--- config.mk ---
export PLATFORM = sky130hd
export DESIGN_NAME = sits_top
export DESIGN_NICKNAME = d
export VERILOG_FILES = /design/src/rtl/sits_pkg.sv /design/src/rtl/sits_slot_if.sv /design/src/rtl/sits_slot_latch.sv /design/src/rtl/sits_top.sv
export VERILOG_INCLUDE_DIRS = /design/src /design/src/rtl
export SDC_FILE = /design/constraint.sdc
export NUM_CORES = 1
export LEC_CHECK = 0
export BUFFER_PORTS_ARGS = -buffer_cell sky130_fd_sc_hd__buf_2
export CORE_ASPECT_RATIO = 0.9
export CORE_MARGIN = 2
export CORE_UTILIZATION = 49
export DETAILED_ROUTE_END_ITERATION = 10
export GPL_ROUTABILITY_DRIVEN = 1
export HOLD_SLACK_MARGIN = 0.05
export PLACE_DENSITY = 0.8
export SLEW_MARGIN = 20
export SYNTH_ARGS = -nofsm -noshare
export SYNTH_HDL_FRONTEND = slang
export SYNTH_HIERARCHICAL = 1
export SYNTH_SLANG_ARGS = --single-unit
--- constraint.sdc ---
create_clock -name clock_i -period 1.1 [get_ports clock_i]
set_input_delay 0.11 -clock clock_i [delete_from_list [all_inputs] [get_ports clock_i]]
set_output_delay 0.11 -clock clock_i [all_outputs]
set_load 0.03 [all_outputs]
--- src/rtl/sits_regs.svh ---
// Offsets, reset values and encodings of the serial IRQ trigger and status block
`ifndef SITS_REGS_SVH
`define SITS_REGS_SVH

`define SITS_OFS_TRIGGER_SELECT 8'hE2
`define SITS_OFS_LEVEL_PENDING 8'hE4
`define SITS_RST_TRIGGER_SELECT 16'h0000
`define SITS_RST_LEVEL_PENDING 16'h0000
`define SITS_RST_FORWARD 16'h0000
`define SITS_RDATA_UNMAPPED 16'h0000
`define SITS_MODE_EDGE 1'b0
`define SITS_MODE_LEVEL 1'b1
`define SITS_BE_ALL 2'h3

`endif

--- src/rtl/sits_pkg.sv ---
// Types and helper functions of the serial IRQ trigger and status block
`default_nettype none

package sits_pkg;

   typedef logic [15:0] sits_slot_vec_t;
   typedef logic [7:0] sits_cfg_addr_t;
   typedef logic [1:0] sits_byte_en_t;

   // Expands the two byte enables into a 16-bit lane mask
   function automatic sits_slot_vec_t sits_be_mask(input sits_byte_en_t be);
      return {{8{be[1]}}, {8{be[0]}}};
   endfunction

   // Merges written bytes into an old register value
   function automatic sits_slot_vec_t sits_merge(input sits_slot_vec_t old_val, input sits_slot_vec_t wdata,
                                                 input sits_byte_en_t be);
      return (old_val & ~sits_be_mask(be)) | (wdata & sits_be_mask(be));
   endfunction

endpackage

`default_nettype wire

--- src/rtl/sits_slot_if.sv ---
// Signals between the register front end and the per-slot latch
`default_nettype none

interface sits_slot_if import sits_pkg::*; ();
   sits_slot_vec_t mode;
   sits_slot_vec_t assert_ev;
   sits_slot_vec_t rearm;
   logic sync_clear;
   sits_slot_vec_t pending;
   sits_slot_vec_t forward;

   modport ctrl (output mode, output assert_ev, output rearm, output sync_clear,
                 input pending, input forward);
   modport latch (input mode, input assert_ev, input rearm, input sync_clear,
                  output pending, output forward);
endinterface

`default_nettype wire

--- src/rtl/sits_slot_latch.sv ---
// Per-slot level pending latch and interrupt forwarding
`default_nettype none
`include "sits_regs.svh"

module sits_slot_latch import sits_pkg::*; (
   // Clock and reset
   input wire logic clock_i,
   input wire logic rst_i,
   // Slot signals
   sits_slot_if.latch slot
);

   sits_slot_vec_t lvl_hit;
   sits_slot_vec_t take;
   sits_slot_vec_t edge_ev;
   sits_slot_vec_t edge_sel;
   sits_slot_vec_t blocked;
   sits_slot_vec_t rearm_only;
   sits_slot_vec_t next_pending;
   sits_slot_vec_t next_forward;

   assign edge_sel = ~slot.mode;
   assign lvl_hit = slot.mode & slot.assert_ev;
   assign take = lvl_hit & (~slot.pending | slot.rearm);
   assign edge_ev = slot.assert_ev & edge_sel;
   assign blocked = slot.pending & slot.mode & ~slot.rearm;
   assign rearm_only = slot.rearm & ~slot.assert_ev;
   // Bitwise so that bit n always follows slot n; a set beats a re-arm
   assign next_pending = slot.sync_clear ? `SITS_RST_LEVEL_PENDING :
                         ((slot.pending & ~slot.rearm) | take);
   assign next_forward = slot.sync_clear ? `SITS_RST_FORWARD : (edge_ev | take);

   always_ff @(posedge clock_i or posedge rst_i) begin
      if (rst_i) begin
         slot.pending <= `SITS_RST_LEVEL_PENDING;
         slot.forward <= `SITS_RST_FORWARD;
      end else begin
         slot.pending <= next_pending;
         slot.forward <= next_forward;
      end
   end
endmodule

`default_nettype wire

--- src/rtl/sits_top.sv ---
// Serial IRQ trigger select and level pending registers with slot forwarding
`default_nettype none
`include "sits_regs.svh"

// How it works
// One edge/level select bit per slot
// Both registers sixteen bits, reset to zero
// Fundamental, global or power-on reset clears selects
// Level slot assertion sets its pending bit
// Edge slots never set a pending bit
// Writing one re-arms and clears pending bit
// Pending bit n belongs to slot n
// No re-forward while pending; zero writes ignored
module sits_top import sits_pkg::*; (
   // Clock and power-on reset
   input wire logic clock_i,
   input wire logic rst_i,
   // Further reset sources
   input wire logic pcie_fund_reset_i,
   input wire logic global_reset_input_i,
   // Configuration access
   input wire logic [7:0] cfg_addr_i,
   input wire logic [1:0] cfg_be_i,
   input wire logic [15:0] cfg_wdata_i,
   input wire logic cfg_wr_i,
   input wire logic cfg_rd_i,
   output logic [15:0] cfg_rdata_o,
   output logic cfg_rack_o,
   // Decoded serial IRQ slot assertions
   input wire logic [15:0] slot_assert_i,
   // Slot state and forwarded interrupts
   output logic [15:0] slot_trigger_select_bit_o,
   output logic [15:0] slot_level_pending_bit_o,
   output logic [15:0] slot_forward_o
);

   sits_slot_if slot ();

   sits_slot_vec_t trigger;
   sits_slot_vec_t next_trigger;
   sits_slot_vec_t rd_sel;
   sits_slot_vec_t next_rdata;
   sits_slot_vec_t rearm_vec;
   logic sync_clear;
   logic hit_trig;
   logic hit_pend;
   logic wr_trig;
   logic wr_pend;
   logic post_rst;
   sits_slot_vec_t edge_req;
   sits_slot_vec_t lvl_fresh;
   sits_slot_vec_t lvl_blocked;
   sits_slot_vec_t rearm_hit;

   // Address decode
   assign hit_trig = (cfg_addr_i == `SITS_OFS_TRIGGER_SELECT);
   assign hit_pend = (cfg_addr_i == `SITS_OFS_LEVEL_PENDING);
   assign wr_trig = cfg_wr_i & hit_trig;
   assign wr_pend = cfg_wr_i & hit_pend;

   // Synchronous reset sources clear select, pending and forward like the power-on reset; the read path is not cleared
   assign sync_clear = pcie_fund_reset_i | global_reset_input_i;

   // Trigger select register
   assign next_trigger = sync_clear ? `SITS_RST_TRIGGER_SELECT :
                         wr_trig ? sits_merge(trigger, cfg_wdata_i, cfg_be_i) : trigger;

   always_ff @(posedge clock_i or posedge rst_i) begin
      if (rst_i) begin
         trigger <= `SITS_RST_TRIGGER_SELECT;
      end else begin
         trigger <= next_trigger;
      end
   end

   // Only written ones in enabled lanes re-arm; zeros do nothing
   assign rearm_vec = wr_pend ? (cfg_wdata_i & sits_be_mask(cfg_be_i)) : `SITS_RST_LEVEL_PENDING;

   assign slot.mode = trigger;
   assign slot.assert_ev = slot_assert_i;
   assign slot.rearm = rearm_vec;
   assign slot.sync_clear = sync_clear;

   sits_slot_latch u_latch (
      .clock_i(clock_i),
      .rst_i(rst_i),
      .slot(slot)
   );

   // Read path
   assign rd_sel = hit_trig ? trigger :
                   hit_pend ? slot.pending : `SITS_RDATA_UNMAPPED;
   assign next_rdata = cfg_rd_i ? rd_sel : `SITS_RDATA_UNMAPPED;

   always_ff @(posedge clock_i or posedge rst_i) begin
      if (rst_i) begin
         cfg_rdata_o <= `SITS_RDATA_UNMAPPED;
         cfg_rack_o <= 1'b0;
      end else begin
         cfg_rdata_o <= next_rdata;
         cfg_rack_o <= cfg_rd_i;
      end
   end

   // Outputs straight from flip-flops
   assign slot_trigger_select_bit_o = trigger;
   assign slot_level_pending_bit_o = slot.pending;
   assign slot_forward_o = slot.forward;

   // Marks the first edge after reset release
   always_ff @(posedge clock_i or posedge rst_i) begin
      if (rst_i) begin
         post_rst <= 1'b1;
      end else begin
         post_rst <= 1'b0;
      end
   end

   // Slot classes seen by the checks below
   assign edge_req = slot_assert_i & ~trigger;
   assign lvl_fresh = slot_assert_i & trigger & ~slot.pending;
   assign lvl_blocked = slot_assert_i & trigger & slot.pending & ~rearm_vec;
   assign rearm_hit = slot_assert_i & trigger & slot.pending & rearm_vec;
endmodule

`default_nettype wire

==> metrics.txt <==
Sink Count=65; CP required=1330 ps; Initial Util=49.9%; Pre-Repair DR Iteration Count=6; cell area after layout=4600 um2; # diodes=0; Synth Area in Adders=0%; total power draw=4.81 mW; largest family of logic cells by synthesized area=simple AND/OR/NAND/NOR gates; share of layout cells above drive strength 1=43.9%; Total GRT Usage=26.6%; Reg clk slew, reported paths=70 ps; Final min period=1120 ps; io pins=113; initial antenna violation count=0; final-report hold violation count=0; Slew Limit Headroom=68.8%; H-tree depth=3; routed via count=2788; maximum vdd drop=0.720 mV; Setup Skew=7.06 ps; Die Ht=78.2 um; routed len/inst=15.9 um; fillers=388; first-pass GRT wire length=13.7 mm; Critical Path Start Type=primary input; critical path arrival=1350 ps; Tightest Pin Transition=467 ps; MaxCap Viol Count=0; IO Port Bufs=112; clk buf depth=2; Area Overhead vs Synth=53.5%; Slew Limit Fails=0; critical path capture point type=flop; Synth Register Bits=65; worst hold path class=primary input to flop; final worst path period share=102%; row cnt=27; largest net degree at the start of global routing=27; Fmax=894 MHz; failing checks=setup timing; pwr/cell area=1050 nW/um2; setup total negative slack=-18.9 ps; WL final=8.67 mm; setup ws final=-18.9 ps; 1st-iter DRT viols=193; Post-DRT Antenna Nets=0; dpl cell area=3830 um2; CP Class=primary input to flop; GP Congestion=0.793; average size of a mapped cell=10.5 um2; clk root buf=clkbuf_8; total core area=6010 um2; DR vias/cell=5.13; setup repair after global routing missed its margin=true; hpwl dp=5.28 mm; Synth Area in XOR/XNOR=0%; vias in the first global route=2835; status=finished with violations; TritonCTS clock tree=done; Mapped Nets=334; Die W=86.5 um; total global routing overflow=0; Yosys Warn Count=6; final setup vio count=1; Critical Path Fanout Max=8; Skew-Pair Late Insertion Delay=340 ps; Distinct cells, synth=20; sequential area share after synthesis=54.3%; # DRC=0; Simple-Gate Fraction of Synth Area=19.4%; LEAKAGE=2.21 nW; post-synthesis mux area share=5.34%; fin nets=515; worst hold slack=248 ps; Gate Count Post-Synth=286; CTS buffer count=9; post-synthesis compound-gate area fraction=14.3%; die area=6760 um2; Synth Cell Area=3000 um2
cell type report:
| type | instances | area, um2 | share of cell area (%) |
|---|---|---|---|
| clock buffers | 13 | 159 | 3.45 |
| multi-input cells | 173 | 1240 | 26.9 |
| flip-flops and latches | 65 | 1640 | 35.7 |
| well taps | 72 | 90.1 | 1.96 |
| inverters | 36 | 135 | 2.94 |
| repair buffers | 182 | 1330 | 28.8 |
| clock inverters | 3 | 15.0 | 0.326 |
state kept, by name (all words and copies together) (netlist names):
register and cells:
cfg_rack_o 1, cfg_rdata_o 16, u_latch/slot.forward 16, u_latch/slot.pending 16
slot_trigger_select_bit_o 16
per-layer routing:
metal | vias up | track usage, % | wire length, um
li1 | 1311 | - | -
met1 | 1360 | 30.1 | 3480
met2 | 102 | 47.8 | 4560
met3 | 15 | 4.94 | 427
met4 | 0 | 12.7 | 198
met5 | - | 0 | 0
kinds of logic after synthesis:
| family | after synthesis |
|---|---|
| and+or+nand+nor | 109 |
| muxes | 16 |
| AOI/OAI and AO/OA | 48 |
| buffers and inverters | 48 |
| DFF | 65 |
final timing paths:
kind	cells after the start	from	slack (ps)	endpoint
min in group asynchronous	3	rst_i	300	u_latch/slot.forward[1]
max	7	cfg_addr_i[0]	-20	u_latch/slot.forward[1]
max in group asynchronous	4	rst_i	330	u_latch/slot.pending[10]
min reg2reg	1	u_latch/slot.pending[7]	540	u_latch/slot.forward[7]
min	5	global_reset_input_i	250	slot_trigger_select_bit_o[7]
max reg2reg	2	slot_trigger_select_bit_o[8]	150	u_latch/slot.forward[8]
worst max-delay path, cell delays in order:
cell and delay (ps):
buf_6 90, nand4bb_4 260, nor4b_4 300, buf_6 170
and2_4 150, inv_2 30, a311oi_2 230
report_power, final:
group / leakage, nW / total [mW] / switching [mW] / internal (mW)
logic: 1.24 / 0.558 / 0.305 / 0.254
registers: 0.878 / 2.42 / 0.00740 / 2.41
clock network: 0.0932 / 1.83 / 0.900 / 0.932
timing repair:
action | 4_1_cts | 5_1_grt
hold endpoints to repair | 114 | 0
hold buffers | 34 | 0
cloned | 0 | 0
pin swaps | 5 | 5
endpoints found under the setup margin | 22 | 69
setup buffers | 0 | 15
gates resized for setup | 27 | 32
cells in the mapped netlist:
library cell | number | area (um2)
a21oi_1 | 16 | 80.1
a22oi_1 | 16 | 120
a311oi_1 | 2 | 17.5
a311oi_2 | 14 | 210
and2_1 | 16 | 100
buf_2 | 1 | 5.00
buf_4 | 1 | 7.51
buf_6 | 2 | 22.5
clkbuf_1 | 8 | 30.0
dfrtp_1 | 65 | 1630
inv_1 | 36 | 135
mux2i_1 | 16 | 160
nand2_1 | 50 | 188
nand2b_1 | 18 | 113
nand4bb_4 | 1 | 27.5
nor2_1 | 17 | 63.8
nor2b_1 | 2 | 12.5
nor4_4 | 2 | 42.5
nor4b_2 | 2 | 30.0
or3_1 | 1 | 6.26
metrics by stage:
stage / setup slack (ps) / utilization (%) / cells
CTS: -3.96 / 73.5 / 529
detailed placement: -413 / 63.7 / 479
global placement: -311 / 63.7 / 479
finish: -18.9 / 76.6 / 544
floorplan: -206 / - / 286
global route: -56.5 / 76.6 / 544
layout by cell type (no fill, tap or decap), types with 17 or more instances in the layout:
cell,n
buf_4,46
dlygate4sd3_1,34
inv_1,34
buf_2,81
nand2b_1,17
dfrtp_1,53
nand2_1,50
Note: power is estimated with default switching activity, not from simulation.
